<file path="src/rtl/ext_map_map.svh">
// Index, offset and field definitions for the extension mapping register bank
`ifndef EXT_MAP_MAP_SVH
`define EXT_MAP_MAP_SVH

`define IDX_PALETTE_DAC    7'h06
`define IDX_LIN_BASE_LO    7'h08
`define IDX_LIN_BASE_HI    7'h09
`define IDX_VCACHE_MODE    7'h0A
`define IDX_CPU_PAGING     7'h0B
`define IDX_START_TOP      7'h0C
`define IDX_AUX_OFFSET     7'h0D
`define IDX_TEXT_MODE      7'h0E
`define IDX_SW_FLAGS0      7'h0F
`define IDX_LOW_MAP        7'h10
`define IDX_HIGH_MAP       7'h11
`define IDX_EMULATION      7'h14
`define IDX_WRITE_PROT     7'h15
`define IDX_VERT_OVF       7'h16

// Writable bit masks; all other bits read zero
`define MSK_PALETTE_DAC    8'h1F
`define MSK_LIN_BASE_LO    8'hC0
`define MSK_LIN_BASE_HI    8'hFF
`define MSK_VCACHE_MODE    8'h7F
`define MSK_CPU_PAGING     8'hD7
`define MSK_START_TOP      8'h5F
`define MSK_AUX_OFFSET     8'h04
`define MSK_TEXT_MODE      8'h0D
`define MSK_SW_FLAGS0      8'hFF
`define MSK_LOW_MAP        8'hFF
`define MSK_HIGH_MAP       8'hFF
`define MSK_EMULATION      8'hA0
`define MSK_WRITE_PROT     8'h80
`define MSK_VERT_OVF       8'h57

`define RST_REG            8'h00
`define RST_INDEX          7'h00

// Field positions
`define B_DAC_OFF          1
`define B_DEPTH_LO         2
`define B_DEPTH_HI         3
`define B_OVERLAY          4
`define B_MAP_MODE         0
`define B_DUAL_MAP         1
`define B_ADDR_DIV4        2
`define B_LINEAR           4
`define B_WORD_SWAP        6
`define B_BYTE_SWAP        7
`define B_LOW_OVF          4
`define B_HIGH_OVF         6
`define B_OFFSET_MSB       2
`define B_RETRACE_SRC      5
`define B_IRQ_FUNC         7
`define B_OVERSCAN_WP      7
`define B_VTOTAL10         0
`define B_VDEE10           1
`define B_VSS10            2
`define B_VBS10            4
`define B_LCMP10           6

// Memory sizes from the memory configuration field
`define MEMCFG_512K        2'h0
`define MEMCFG_1M          2'h1
`define MEMCFG_2M          2'h2

// Legacy VGA window high address bits A19:17 = 101
`define VGA_WIN_A19_17     3'h5

`endif

</file>
<file path="src/rtl/ext_map_pkg.sv">
// Types shared by the extension mapping register bank
package ext_map_pkg;

	typedef enum logic [1:0] {
		depth_4_8,
		depth_15,
		depth_24,
		depth_16
	} color_depth_e;

	typedef enum logic [1:0] {
		irq_tristate,
		irq_drive_low,
		irq_drive_high
	} irq_mode_e;

endpackage

</file>
<file path="src/rtl/ext_map_regs.sv">
// Indexed extension register bank with frame buffer decode and lane swapping
//
// Operation
// - Index port selects register, data port accesses it
// - DAC disable tri-states RGB and powers down
// - Two-bit colour depth selects pixel format
// - Bit 4 enables colour key overlay
// - Local bus base matches A31:24 and A23:22
// - Upper 2MB of linear region is registers
// - Unpopulated frame buffer accesses accepted, discarded
// - PCI uses config base, 4MB window
// - Video cache mode fields; bit 7 kept zero
// - Mapping mode bit selects extended 512K mapping
// - Dual map bit selects two windows
// - Address divide bit divides CPU address by four
// - Linear mode compares 10-bit base to A31:22
// - Non-linear mode decodes A0000-BFFFF from A19:17
// - Word and byte lane swap bits
// - Start address top gives high display start bits
// - Map overflow bits are ninth map base bit
// - Offset MSB extends line offset to 4095
// - Text control: font scramble, non-blink, xor cursor
// - Low map base window selection
// - High map base window selection
// - Retrace status source: pin or controller
// - Interrupt pin function per bit 7
// - Write protect blocks overscan colour writes
// - Vertical overflow gives bit 10 of vertical total and display end
`timescale 1ns/100ps
`default_nettype none
`include "ext_map_map.svh"

module ext_map_regs (
	input  wire logic        mclk,
	input  wire logic        rst,
	// Index/data port pair
	input  wire logic        idx_wr,
	input  wire logic [7:0]  idx_wdata,
	output logic      [7:0]  idx_rdata,
	input  wire logic        dat_wr,
	input  wire logic        dat_rd,
	input  wire logic [7:0]  dat_wdata,
	output logic      [7:0]  dat_rdata,
	// Environment
	input  wire logic        pci_mode,
	input  wire logic [9:0]  pci_frame_base,
	input  wire logic [1:0]  mem_config,
	input  wire logic [1:0]  graphics_misc_map,
	// Memory access address and data
	input  wire logic [31:0] cpu_addr,
	input  wire logic [31:0] cpu_wdata,
	output logic             fb_hit,
	output logic             mmio_hit,
	output logic             fb_discard,
	output logic [20:0]      fb_offset,
	output logic [31:0]      fb_wdata_swapped,
	// Display and video controls
	output logic             dac_outputs_oe,
	output logic             dac_powerdown,
	output logic [1:0]       color_depth,
	output logic             overlay_enable,
	input  wire logic        vafc_mode,
	input  wire logic        video_ready_input,
	output logic             overlay_qualify,
	output logic [7:0]       vcache_mode,
	output logic             extended_map_mode,
	output logic             dual_map,
	output logic             addr_div4,
	output logic [3:0]       start_addr_top,
	output logic [8:0]       low_map_base,
	output logic [8:0]       high_map_base,
	output logic             line_offset_msb,
	output logic [2:0]       text_ctrl,
	output logic [1:0]       vert_overflow_10,
	// Retrace status and interrupt pin
	input  wire logic        vretrace_pin,
	input  wire logic        vretrace_ctl,
	output logic             vretrace_status,
	input  wire logic        irq_enabled,
	input  wire logic        irq_active,
	output logic             irq_out,
	output logic             irq_oe,
	// Overscan colour write gating
	input  wire logic        overscan_wr_req,
	output logic             overscan_wr_allow
);

	// ----------------------------------------------------------------
	// Register storage
	// ----------------------------------------------------------------
	logic [6:0] index_q;
	logic [7:0] pal_q, lbl_q, lbh_q, vcm_q, pag_q, sat_q, aux_q;
	logic [7:0] txt_q, swf_q, lmap_q, hmap_q, emu_q, wp_q, vov_q;

	// Mask for the register at an index; zero for unmapped
	function automatic logic [7:0] reg_mask(input logic [6:0] idx);
		unique case (idx)
			`IDX_PALETTE_DAC: reg_mask = `MSK_PALETTE_DAC;
			`IDX_LIN_BASE_LO: reg_mask = `MSK_LIN_BASE_LO;
			`IDX_LIN_BASE_HI: reg_mask = `MSK_LIN_BASE_HI;
			`IDX_VCACHE_MODE: reg_mask = `MSK_VCACHE_MODE;
			`IDX_CPU_PAGING:  reg_mask = `MSK_CPU_PAGING;
			`IDX_START_TOP:   reg_mask = `MSK_START_TOP;
			`IDX_AUX_OFFSET:  reg_mask = `MSK_AUX_OFFSET;
			`IDX_TEXT_MODE:   reg_mask = `MSK_TEXT_MODE;
			`IDX_SW_FLAGS0:   reg_mask = `MSK_SW_FLAGS0;
			`IDX_LOW_MAP:     reg_mask = `MSK_LOW_MAP;
			`IDX_HIGH_MAP:    reg_mask = `MSK_HIGH_MAP;
			`IDX_EMULATION:   reg_mask = `MSK_EMULATION;
			`IDX_WRITE_PROT:  reg_mask = `MSK_WRITE_PROT;
			`IDX_VERT_OVF:    reg_mask = `MSK_VERT_OVF;
			default:          reg_mask = `RST_REG;
		endcase
	endfunction

	// Swap byte lanes of a word
	function automatic logic [31:0] lane_swap(input logic [31:0] d, input logic ws,
			input logic bs);
		logic [31:0] w;
		w = ws ? {d[23:16], d[31:24], d[7:0], d[15:8]} : d;
		lane_swap = bs ? {w[7:0], w[15:8], w[23:16], w[31:24]} : w;
	endfunction

	logic [7:0] wval;
	assign wval = dat_wdata & reg_mask(index_q);

	// Index register, top bit reserved
	always_ff @(posedge mclk) begin
		if (rst) begin
			index_q <= `RST_INDEX;
		end else if (idx_wr) begin
			index_q <= idx_wdata[6:0];
		end
	end

	// Data port writes into the selected register
	always_ff @(posedge mclk) begin
		if (rst) begin
			pal_q  <= `RST_REG;
			lbl_q  <= `RST_REG;
			lbh_q  <= `RST_REG;
			vcm_q  <= `RST_REG;
			pag_q  <= `RST_REG;
			sat_q  <= `RST_REG;
			aux_q  <= `RST_REG;
			txt_q  <= `RST_REG;
			swf_q  <= `RST_REG;
			lmap_q <= `RST_REG;
			hmap_q <= `RST_REG;
			emu_q  <= `RST_REG;
			wp_q   <= `RST_REG;
			vov_q  <= `RST_REG;
		end else if (dat_wr) begin
			unique case (index_q)
				`IDX_PALETTE_DAC: pal_q  <= wval;
				`IDX_LIN_BASE_LO: lbl_q  <= wval;
				`IDX_LIN_BASE_HI: lbh_q  <= wval;
				`IDX_VCACHE_MODE: vcm_q  <= wval;
				`IDX_CPU_PAGING:  pag_q  <= wval;
				`IDX_START_TOP:   sat_q  <= wval;
				`IDX_AUX_OFFSET:  aux_q  <= wval;
				`IDX_TEXT_MODE:   txt_q  <= wval;
				`IDX_SW_FLAGS0:   swf_q  <= wval;
				`IDX_LOW_MAP:     lmap_q <= wval;
				`IDX_HIGH_MAP:    hmap_q <= wval;
				`IDX_EMULATION:   emu_q  <= wval;
				`IDX_WRITE_PROT:  wp_q   <= wval;
				`IDX_VERT_OVF:    vov_q  <= wval;
				default:          ;
			endcase
		end
	end

	// ----------------------------------------------------------------
	// Read path
	// ----------------------------------------------------------------
	logic [7:0] rd_mux;
	always_comb begin
		unique case (index_q)
			`IDX_PALETTE_DAC: rd_mux = pal_q;
			`IDX_LIN_BASE_LO: rd_mux = lbl_q;
			`IDX_LIN_BASE_HI: rd_mux = lbh_q;
			`IDX_VCACHE_MODE: rd_mux = vcm_q;
			`IDX_CPU_PAGING:  rd_mux = pag_q;
			`IDX_START_TOP:   rd_mux = sat_q;
			`IDX_AUX_OFFSET:  rd_mux = aux_q;
			`IDX_TEXT_MODE:   rd_mux = txt_q;
			`IDX_SW_FLAGS0:   rd_mux = swf_q;
			`IDX_LOW_MAP:     rd_mux = lmap_q;
			`IDX_HIGH_MAP:    rd_mux = hmap_q;
			`IDX_EMULATION:   rd_mux = emu_q;
			`IDX_WRITE_PROT:  rd_mux = wp_q;
			`IDX_VERT_OVF:    rd_mux = vov_q;
			default:          rd_mux = `RST_REG;
		endcase
	end

	// Registered read data; index readback has top bit zero
	always_ff @(posedge mclk) begin
		if (rst) begin
			idx_rdata <= `RST_REG;
			dat_rdata <= `RST_REG;
		end else begin
			idx_rdata <= {1'b0, index_q};
			if (dat_rd) begin
				dat_rdata <= rd_mux;
			end
		end
	end

	// ----------------------------------------------------------------
	// Memory address decode
	// ----------------------------------------------------------------
	logic        lin_match, vga_match, in_region, upper_half, populated;
	logic [9:0]  base4m;
	logic [20:0] raw_off;
	always_comb begin
		base4m    = pci_mode ? pci_frame_base : {lbh_q, lbl_q[7:6]};
		lin_match = (cpu_addr[31:22] == base4m);
		vga_match  = (cpu_addr[19:17] == `VGA_WIN_A19_17);
		upper_half = cpu_addr[21];
		unique case (mem_config)
			`MEMCFG_512K: populated = (cpu_addr[20:19] == 2'b00);
			`MEMCFG_1M:   populated = !cpu_addr[20];
			default:      populated = 1'b1;
		endcase
		in_region = (pag_q[`B_LINEAR] || pci_mode) ? lin_match : vga_match;
		raw_off   = pag_q[`B_ADDR_DIV4] ? {2'b00, cpu_addr[20:2]} : cpu_addr[20:0];
	end

	// Registered decode outputs
	always_ff @(posedge mclk) begin
		if (rst) begin
			fb_hit     <= 1'b0;
			mmio_hit   <= 1'b0;
			fb_discard <= 1'b0;
			fb_offset  <= '0;
		end else begin
			mmio_hit   <= in_region && (pag_q[`B_LINEAR] || pci_mode) && upper_half;
			fb_hit     <= in_region && !((pag_q[`B_LINEAR] || pci_mode) && upper_half);
			fb_discard <= in_region && (pag_q[`B_LINEAR] || pci_mode) && !upper_half
				&& !populated;
			fb_offset  <= raw_off;
		end
	end

	// Lane swap of frame buffer write data
	always_ff @(posedge mclk) begin
		if (rst) begin
			fb_wdata_swapped <= '0;
		end else begin
			fb_wdata_swapped <= lane_swap(cpu_wdata, pag_q[`B_WORD_SWAP],
				pag_q[`B_BYTE_SWAP]);
		end
	end

	// ----------------------------------------------------------------
	// Control outputs
	// ----------------------------------------------------------------
	always_ff @(posedge mclk) begin
		if (rst) begin
			dac_outputs_oe    <= 1'b1;
			dac_powerdown     <= 1'b0;
			color_depth       <= 2'b00;
			overlay_enable    <= 1'b0;
			overlay_qualify   <= 1'b0;
			vcache_mode       <= `RST_REG;
			extended_map_mode <= 1'b0;
			dual_map          <= 1'b0;
			addr_div4         <= 1'b0;
			start_addr_top    <= '0;
			low_map_base      <= '0;
			high_map_base     <= '0;
			line_offset_msb   <= 1'b0;
			text_ctrl         <= '0;
			vert_overflow_10  <= '0;
		end else begin
			dac_outputs_oe    <= !pal_q[`B_DAC_OFF];
			dac_powerdown     <= pal_q[`B_DAC_OFF];
			color_depth       <= pal_q[`B_DEPTH_HI:`B_DEPTH_LO];
			overlay_enable    <= pal_q[`B_OVERLAY];
			overlay_qualify   <= pal_q[`B_OVERLAY]
				&& (!vafc_mode || video_ready_input);
			vcache_mode       <= vcm_q;
			extended_map_mode <= pag_q[`B_MAP_MODE];
			dual_map          <= pag_q[`B_DUAL_MAP];
			addr_div4         <= pag_q[`B_ADDR_DIV4];
			start_addr_top    <= sat_q[3:0];
			low_map_base      <= {sat_q[`B_LOW_OVF], lmap_q};
			// High map only meaningful in dual mode with legal window
			high_map_base     <= (pag_q[`B_DUAL_MAP] && !graphics_misc_map[1])
				? {sat_q[`B_HIGH_OVF], hmap_q} : '0;
			line_offset_msb   <= aux_q[`B_OFFSET_MSB];
			text_ctrl         <= {txt_q[3], txt_q[2], txt_q[0]};
			vert_overflow_10  <= {vov_q[`B_VDEE10], vov_q[`B_VTOTAL10]};
		end
	end

	// Retrace status source and overscan write gate
	always_ff @(posedge mclk) begin
		if (rst) begin
			vretrace_status   <= 1'b0;
			overscan_wr_allow <= 1'b0;
		end else begin
			vretrace_status   <= emu_q[`B_RETRACE_SRC] ? vretrace_ctl : vretrace_pin;
			overscan_wr_allow <= overscan_wr_req && !wp_q[`B_OVERSCAN_WP];
		end
	end

	// Interrupt pin function
	ext_map_pkg::irq_mode_e irq_mode;
	always_comb begin
		if (!emu_q[`B_IRQ_FUNC] || !irq_enabled) begin
			irq_mode = ext_map_pkg::irq_tristate;
		end else if (irq_active) begin
			irq_mode = ext_map_pkg::irq_drive_high;
		end else begin
			irq_mode = ext_map_pkg::irq_drive_low;
		end
	end

	always_ff @(posedge mclk) begin
		if (rst) begin
			irq_out <= 1'b0;
			irq_oe  <= 1'b0;
		end else begin
			irq_oe  <= (irq_mode != ext_map_pkg::irq_tristate);
			irq_out <= (irq_mode == ext_map_pkg::irq_drive_high);
		end
	end
endmodule
`default_nettype wire

</file>
<file path="config.mk">
export PLATFORM = sky130hd
export DESIGN_NAME = ext_map_regs
export DESIGN_NICKNAME = d
export VERILOG_FILES = /design/src/rtl/ext_map_pkg.sv /design/src/rtl/ext_map_regs.sv
export VERILOG_INCLUDE_DIRS = /design/src /design/src/rtl
export SDC_FILE = /design/constraint.sdc
export NUM_CORES = 1
export LEC_CHECK = 0
export ABC_AREA = 0
export BUFFER_PORTS_ARGS = -buffer_cell sky130_fd_sc_hd__buf_2
export CAP_MARGIN = 5
export CORE_AREA = 3 3 197 103
export CTS_CLUSTER_DIAMETER = 120
export DETAILED_ROUTE_END_ITERATION = 10
export DIE_AREA = 0 0 200 106
export PLACE_DENSITY_LB_ADDON = 0.08
export RECOVER_POWER = 100
export SETUP_SLACK_MARGIN = 0.4
export SLEW_MARGIN = 20
export SYNTH_ARGS = -nofsm -noshare
export SYNTH_HDL_FRONTEND = slang
export SYNTH_SLANG_ARGS = --single-unit
</file>
<file path="constraint.sdc">
create_clock -name mclk -period 3.4 [get_ports mclk]
set_clock_uncertainty 0.05 [all_clocks]
set_input_delay 0.17 -clock mclk [delete_from_list [all_inputs] [get_ports mclk]]
set_output_delay 0.17 -clock mclk [all_outputs]
set_load 0.005 [all_outputs]
</file>
==> results of run 1 <==
synthesized netlist by cell type, types with 14 or more instances:
cell type / n / area (µm²)
a21oi_1: 75 / 375.4
and2_1: 16 / 100.1
nor2_1: 201 / 754.5
clkbuf_1: 46 / 172.7
a22oi_1: 17 / 127.6
nand3_1: 21 / 105.1
mux4_2: 33 / 743.2
mux2i_1: 92 / 920.9
nor2b_1: 79 / 494.2
dfxtp_1: 246 / 4925
nand2_1: 32 / 120.1
buf_1: 14 / 52.55
o21ai_0: 14 / 70.07
flip-flops by register name (all words and copies together), names as in the netlist, 4 cells and up, named ones only:
| register | count |
|---|---|
| aux_q | 8 |
| dat_rdata | 8 |
| emu_q | 8 |
| fb_offset | 21 |
| fb_wdata_swapped | 32 |
| high_map_base | 9 |
| hmap_q | 8 |
| idx_rdata | 7 |
| index_q | 7 |
| lbh_q | 8 |
| lbl_q | 8 |
| lmap_q | 8 |
| low_map_base | 9 |
| pag_q | 8 |
| pal_q | 8 |
| sat_q | 8 |
| start_addr_top | 4 |
| swf_q | 8 |
| txt_q | 8 |
| vcache_mode | 8 |
| vcm_q | 8 |
| vov_q | 8 |
| wp_q | 8 |
what timing repair did:
action	CTS	global route
hold endpoints to repair	40	0
resized for setup	0	0
hold buffers	47	0
where the power goes:
group	total (µW)	switching, µW	internal, µW	leakage [µW]
registers	2960	23.7	2930	0.00200
logic	481	278	203	0.00232
clock network	2730	1120	1620	0.000384
total	6170	1420	4750	0.00470
layout make-up:
cell class | instances | share of cell area
flip-flops and latches | 246 | 0.3930
clock inverters | 9 | 0.01208
inverters | 12 | 0.003594
multi-input cells | 705 | 0.3841
clock buffers | 31 | 0.05071
well taps | 259 | 0.02585
repair buffers | 296 | 0.1307
layout by cell type, fill, tap and decap left out, types with 4 or more instances in the layout:
cell type and n:
clkbuf_16 23, a22oi_1 17, mux2i_1 92, mux2_2 8
nor3_1 7, and2_1 6, a22o_1 6, a211oi_1 6
buf_4 13, buf_2 140, dfxtp_1 245, bufinv_16 4
dlygate4sd3_1 47, and3_1 12, nor2_1 205, and2_0 10
xnor2_1 10, a21oi_1 75, clkbuf_1 99, o22ai_1 5
a221oi_1 8, nor2b_1 80, o21ai_0 14, nand2_1 32
inv_1 12, nand3_1 21, ha_1 4, a32oi_1 6
mux4_2 33
how the worst min path moves through the flow:
stage	end	slack, ns	cells past startpoint
global route	pag_q[0]	0.05	2
global placement	fb_discard	0.29	2
CTS	index_q[1]	0.02	2
finish	index_q[1]	0.02	2
floorplan	fb_discard	0.20	1
detailed placement	fb_discard	0.30	2
metrics by stage:
stage,setup slack (ns),area (µm²),std cells,hold WS (ns)
4_1_cts,0.7489,12710,1558,0.02094
5_1_grt,0.3042,12530,1558,0.04760
3_5_place_dp,0.7649,11450,1471,0.2970
3_3_place_gp,0.8334,11450,1471,0.2889
2_1_floorplan,1.338,10150,1043,0.1981
6_report,0.3651,12530,1558,0.02304
worst max-delay path, cell delays in order (launching register included):
cell      delay (ns)
dfxtp_1         0.34
nor2b_1         0.69
and2_0          0.87
a221oi_1        0.27
a211o_1         0.32
o2111a_1        0.12
a211oi_1        0.22
cell families (layout without fill, tap and decap cells):
logic type / Yosys count / count (layout) / synth area share
compound gates: 165 / 165 / 0.1049
xor+xnor: 10 / 10 / 0.008627
fa+ha+maj: 4 / 4 / 0.004930
buf+inv: 92 / 348 / 0.03895
flops: 246 / 246 / 0.4851
mux: 133 / 133 / 0.1728
other cells: 1 / 1 / 0.0003694
simple gates: 392 / 392 / 0.1844
routing by layer:
layer  vias to the layer above  track usage  routed length [µm]
li1                       4091            -                   -
met1                      4146       0.3866               13130
met2                       427       0.4315               13480
met3                        61      0.08201                3300
met4                         0      0.05871                 715
met5                         -            0                   0
==> out/results.ini, run 1 <==
[route]
wire_per_inst_um = 19.66
routed_wirelength_um = 30630
drc = 0
routed_via_density = 5.600
drt-initial-drc-count = 835
dr.pass1.iters = 6
detail-route-antenna-nets = 0
via_count = 8725

[global_route]
grt_max_degree = 122
grt_overflow = 0
grt_usage = 0.2780
antenna_found_initial = 0
grt_pass1_vias = 8418
grt_pass1_wl_um = 46440

[critical_path]
reg2reg_to = dat_rdata[1]
worstPathRequired_ns = 3.72
rr_startpoint = index_q[4]
end_kind = flop
rr_worst_depth = 6
critPathKind = reg2reg
cp-start-kind = flop
critPathLaunch = index_q[4]
r2r_setup_slack_ns = 0.37
cp-endpoint = dat_rdata[1]
cp_data_arrival_time_ns = 3.35
crit_fanout = 15

[layout]
n_fill_cell = 1511
syn_to_final_growth_pct = 23.47
antenna_cells = 0
finish.utilization = 0.6799
final_net_count = 1394
drive_gt1_frac = 0.1817
seq_area_um2 = 4926
multiInputGateArea_um2 = 4815

[yosys]
ys_seq_elements = 246
syn-num-nets = 1154
ys_types = 60
synth_warnings = 0
ys.flop_type = dfxtp_1
synth-edff-count = 0
syn-cell-area_um2 = 10150
yosysSeqAreaShare = 0.4851
ys_async_sr_fraction = 0
postSynthCellCount = 1043
syn-mean-instance-area_um2 = 9.734

[floorplan]
num_rows = 35
fp.dieW_um = 200
die_h_um = 106
core_um2 = 18440
num_io_pins = 228
dieArea_um2 = 21200
start_util = 0.5507

[clock_network]
cts.sinks = 246
worstSkewPairLatency_ns = 0.51
cts_setup_buffers = 0
cts_tree = done
cts_made_buffers = 22
cts_max_level = 1
clk_path_buf_depth = 3
ctsRootBufferMaster = clkbuf_16
clk_pin_slew_worst_paths_ns = 0.07

[timing]
timing.fmax_mhz = 329.5
finalHoldViolCount = 0
slew_violations = 170
rsz0062_at_grt = false
post-route-period-util = 0.8926
fin_tns_setup_ns = 0
maxSlewHeadroom = -0.5998
tightest_slew_ns = 2.400
setup_viol = 0
min_period_ns = 3.035

[placement]
io_buffer_count = 224
place.gp.congestion = 0.9596
dp_hpwl_um = 20830

[status]
failed_checks = max-capacitance violations, max-slew violations
status = complete, but fails checks

[worst_hold_path]
hold_start = rst
hold_path_class = in2reg

[power_and_ir_drop]
totalPowerFinal_uw = 6170
p_per_area_nw_per_um2 = 492.2
power_leakage_uw = 0.004702
ir_drop_mv = 0.3006

[flow_run]
drv_cap = 3

(Power assumes the default switching activity.)
==> run 2, diff against run 1 <==
- GPL_TIMING_DRIVEN: unset -> 0
==> out/results.ini, run 2 (synthesis results as in run 1) <==
[status]
status = complete, no violations

[critical_path]
end_kind = flop
crit_fanout = 10
cp-start-kind = flop
cp_data_arrival_time_ns = 3.45
max_stage_delay_ns = 0.68
crit_path_frequent_cell = o21ai_0
cpMaxStageDelayCell = clkbuf_1
worstPathCellList = clkbuf_2 -> clkbuf_1 -> mux2i_1 -> nor2_1 -> inv_1 -> ha_1 -> and2_0 -> o21ai_0 -> o21ai_0
critPathKind = reg2reg
worstPathRequired_ns = 3.73
crit_buf_inv = 3
cpLargestDelayFamily = buffers and inverters

[route]
via_count = 9405
dr.pass1.iters = 5
detail-route-antenna-nets = 0
drt-initial-drc-count = 1013
drc = 0
routed_via_density = 5.842
wire_per_inst_um = 23.32
routed_wirelength_um = 37540

[layout]
design_area_um2 = 12700
drive_gt1_frac = 0.1665
reg.largest.list = fb_wdata_swapped x32, fb_offset x21
largest-register = fb_wdata_swapped
antenna_cells = 0
largest_reg_flops = 32
syn_to_final_growth_pct = 25.10
fin_cells = 1610
final_net_count = 1446
final_common_cell = dfxtp_1
layout_common_cells = dfxtp_1, nor2_1, clkbuf_1

[global_route]
grt_usage = 0.3442
grt_pass1_wl_um = 54910
top_usage_layer = met2
antenna_found_initial = 1
grt_pass1_vias = 9203
met2_usage = 0.5211
grt.met3_usage = 0.1042
grt_max_degree = 17
grt_overflow = 0
use_met1 = 0.4728

[floorplan]
start_util = 0.5507
num_io_pins = 228
fp.dieW_um = 200
die_h_um = 106
dieArea_um2 = 21200
num_rows = 35
core_um2 = 18440

[clock_network]
cts_max_level = 1
cts_made_buffers = 22
clk_path_buf_depth = 3
cts_setup_buffers = 0
cts_tree = done
cts.sinks = 246
ctsRootBufferMaster = clkbuf_16
clk_pin_slew_worst_paths_ns = 0.07
worstSkewPairLatency_ns = 0.52

[timing]
slew_violations = 0
finalHoldViolCount = 0
setup_viol = 0
fin_ws_ns = 0.2797
rsz0062_at_grt = false
timing.fmax_mhz = 320.5
tightest_slew_ns = 0.9682
post-route-period-util = 0.9177
fin_tns_setup_ns = 0
min_period_ns = 3.120
maxSlewHeadroom = 0.3522

[placement]
dp.cells = 1525
preCtsSetupSlack_ns = 0.2476
dp_hpwl_um = 26360
post_dp_cell_area_um2 = 11590
io_buffer_count = 223
place.gp.congestion = 0.9658

[flow_run]
drv_cap = 0

[worst_hold_path]
hold_path_class = in2reg

[power_and_ir_drop]
power_leakage_uw = 0.004712
ir_drop_mv = 0.3447
p_per_area_nw_per_um2 = 493.4

run 2: cell count changes in the layout (fill, tap and decap cells not counted), sizes merged:
cell | before | now
bufinv | 4 | 5
inv | 13 | 12
clkbuf | 126 | 186
clkinvlp | 1 | 2
dlygate4sd3 | 47 | 45
buf | 154 | 146
clkinv | 3 | 4
run 2: worst reg2reg max path, delay by kind of cell, from the launching register on:
family / cells / cell delay, ns
mux: 1 / 0.28
flops: 1 / 0.42
simple gates: 2 / 0.44
buf+inv: 3 / 1.20
compound gates: 2 / 0.40
fa+ha+maj: 1 / 0.21
run 2: metrics by stage:
step	utilization	hold slack, ns	total power, µW
after floorplan	-	0.1981	3258
after global placement	0.6288	0.2885	3492
after detailed placement	0.6288	0.2902	3503
after CTS	0.6963	0.006981	6256
after global routing	0.6889	0.03649	6431
final	0.6889	0.007171	6267
run 2: worst paths after layout:
| check | start | endpoint | slack (ns) | depth (start not counted) |
|---|---|---|---|---|
| worst max register to register | index_q[0] | flop | 0.28 | 9 |
| worst min-delay path | graphics_misc_map[1] | high_map_base[5] | 0.007 | 3 |
| worst min register to register | dat_rdata[0] | dat_rdata[0] | 0.43 | 2 |
| worst max-delay path | index_q[0] | flop | 0.28 | 9 |
run 2: repair_timing:
item	CTS	global route
gates resized for setup	1	5
setup endpoints to repair	6	15
endpoints found under the hold margin	38	0
hold buffers	45	0
run 2: area by class of cell:
type | count | area (µm²)
Clock buffer | 29 | 608.1
Timing Repair Buffer | 268 | 1448
Fill cell | 1464 | 5736
Multi-Input combinational cell | 705 | 4822
Sequential cell | 246 | 4925
Inverter | 12 | 45.04
Tap cell | 259 | 324.1
Clock inverter | 11 | 185.2
Buffer | 80 | 344.1
run 2: power breakdown:
part	internal, µW	total, µW	switching (µW)
Clock	1650	2770	1120
Sequential	2930	2960	22.4
Combinational	206	542	336
Total	4790	6270	1480
run 2: routing by layer:
layer / routed length (µm) / part of all wire
met1: 16000 / 0.43
met3: 4285 / 0.11
met4: 1303 / 0.035
met5: 15 / 0.00040
met2: 15940 / 0.42
==> run 3, diff against run 2 <==
- BUFFER_PORTS_ARGS: -buffer_cell sky130_fd_sc_hd__buf_2 -> -buffer_cell sky130_fd_sc_hd__buf_4
- CTS_CLUSTER_SIZE: unset -> 25
==> out/results.ini, run 3 (synthesis results as in run 1) <==
[critical_path]
worstPathCellList = buf_2 -> clkbuf_1 -> mux2i_1 -> nor2_1 -> inv_1 -> ha_1 -> o21ai_0 -> o22a_1 -> o21ai_0
cp-start-kind = flop
cp_data_arrival_time_ns = 3.43
rr_startpoint = index_q[0]
worstPathRequired_ns = 3.71
cpMaxStageDelayCell = clkbuf_1
end_kind = flop
max_stage_delay_ns = 0.59
critPathKind = reg2reg
critPathLaunch = index_q[0]
crit_path_frequent_cell = o21ai_0
crit_fanout = 10

[global_route]
grt_max_degree = 26
grt_pass1_wl_um = 54000
grt_usage = 0.3406
grt_overflow = 0
grt_pass1_vias = 9037
antenna_found_initial = 2

[clock_network]
ctsRootBufferMaster = clkbuf_16
clk_path_buf_depth = 3
clk_pin_slew_worst_paths_ns = 0.11
cts_setup_buffers = 0
cts_tree = done
cts_max_level = 1
cts_made_buffers = 13
cts.sinks = 246
worstSkewPairLatency_ns = 0.49

[floorplan]
fp.dieW_um = 200
num_io_pins = 228
start_util = 0.5507
die_h_um = 106
dieArea_um2 = 21200
num_rows = 35
core_um2 = 18440

[power_and_ir_drop]
ir_drop_mv = 0.3845
power_frac_seq = 0.565
p_comb_frac = 0.114
power_leakage_uw = 0.004774
netSwitchingFraction = 0.2428
power.internal_uw = 3959
power_switching_uw = 1270
p_per_area_nw_per_um2 = 408.4
power.share.clock = 0.321

[layout]
largest_reg_flops = 32
final_net_count = 1440
final_common_cell = dfxtp_1
reg.largest.list = fb_wdata_swapped x32, fb_offset x21
n_fill_cell = 1404
layout_common_cells = dfxtp_1, nor2_1, clkbuf_1
largest-register = fb_wdata_swapped
drive_gt1_frac = 0.1928
design_area_um2 = 12800
syn_to_final_growth_pct = 26.09

[route]
via_count = 9285
drc = 0
detail-route-antenna-nets = 0
dr.pass1.iters = 6
routed_wirelength_um = 37170
drt-initial-drc-count = 887
wire_per_inst_um = 23.41
routed_via_density = 5.847

[placement]
dp_hpwl_um = 26340
preCtsSetupSlack_ns = 0.3452
post_dp_cell_area_um2 = 12150
io_buffer_count = 223
place.gp.congestion = 1.034

[worst_hold_path]
hold_path_class = in2reg
hold_start = graphics_misc_map[1]

[timing]
rsz0062_at_grt = false
finalHoldViolCount = 0
min_period_ns = 3.116
fin_ws_ns = 0.2838
timing.fmax_mhz = 320.9
fin_tns_setup_ns = 0
setup_viol = 0
tightest_slew_ns = 1.013
maxSlewHeadroom = 0.3221
slew_violations = 0
post-route-period-util = 0.9165

[flow_run]
drv_cap = 0

[status]
status = complete, no violations

-- run 3: cell types whose count changed in the layout (fill, tap and decap cells not counted), moves of 4 or more --
cell / before / now
and2_0: 13 / 8
and2_1: 3 / 8
buf_1: 6 / 1
buf_2: 133 / 9
buf_4: 5 / 106
bufinv_16: 5 / 1
clkbuf_1: 159 / 108
clkbuf_16: 23 / 13
clkbuf_4: 0 / 76
clkinv_2: 4 / 0
-- run 3: repair_timing --
action	in CTS	in global routing
gates resized for setup	1	6
endpoints found under the hold margin	38	0
hold buffers	48	0
setup endpoints to repair	5	13
-- run 3: metal layers --
layer / vias to the layer above / part of all wire / global-route usage
met3: 79 / 0.12 / 0.1029
met1: 4454 / 0.41 / 0.4616
met4: 0 / 0.030 / 0.09602
met2: 588 / 0.43 / 0.5299
met5: - / 0 / 0
li1: 4164 / - / -
-- run 3: stage by stage --
stage / std cells / total power, µW / hold WS (ns) / utilization
after floorplan: 1043 / 3258 / 0.1981 / -
after detailed placement: 1525 / 3556 / 0.2911 / 0.6590
after global routing: 1588 / 5364 / 0.05995 / 0.6943
final: 1588 / 5228 / 0.03124 / 0.6943
after CTS: 1587 / 5213 / 0.02997 / 0.7044
after global placement: 1525 / 3545 / 0.2875 / 0.6590
-- run 3: cell type report --
cell class,count,area [µm²],share of cell area
clock buffers,13,325.3,0.02541
clock inverters,1,30.03,0.002346
diodes,1,2.502,0.0001955
inverters,12,45.04,0.003519
well taps,259,324.1,0.02532
plain buffers,80,340.3,0.02659
repair buffers,271,1982,0.1548
flip-flops and latches,246,4925,0.3847
multi-input cells,705,4827,0.3771
-- run 3: path summary, 6_finish.rpt --
kind | to | slack, ns | depth (start not counted)
min | high_map_base[6] | 0.03 | 3
max reg2reg | flop | 0.28 | 9
max | flop | 0.28 | 9
min reg2reg | overscan_wr_allow | 0.43 | 1
-- run 3: worst max-delay path, delay by kind of cell, from the launching register on --
family | cells | cell delay (ns)
fa+ha+maj | 1 | 0.21
flops | 1 | 0.40
simple gates | 1 | 0.29
mux | 1 | 0.25
buf+inv | 3 | 1.09
compound gates | 3 | 0.70
-- run 3: power by group through the flow --
| stage | clock network (µW) | registers [µW] | logic (µW) |
|---|---|---|---|
| after CTS | 1680 | 2950 | 579 |
| after global routing | 1780 | 2960 | 624 |
| after floorplan | 0 | 3020 | 237 |
| final | 1680 | 2950 | 594 |
| after global placement | 0 | 3020 | 527 |
| after detailed placement | 0 | 3020 | 536 |
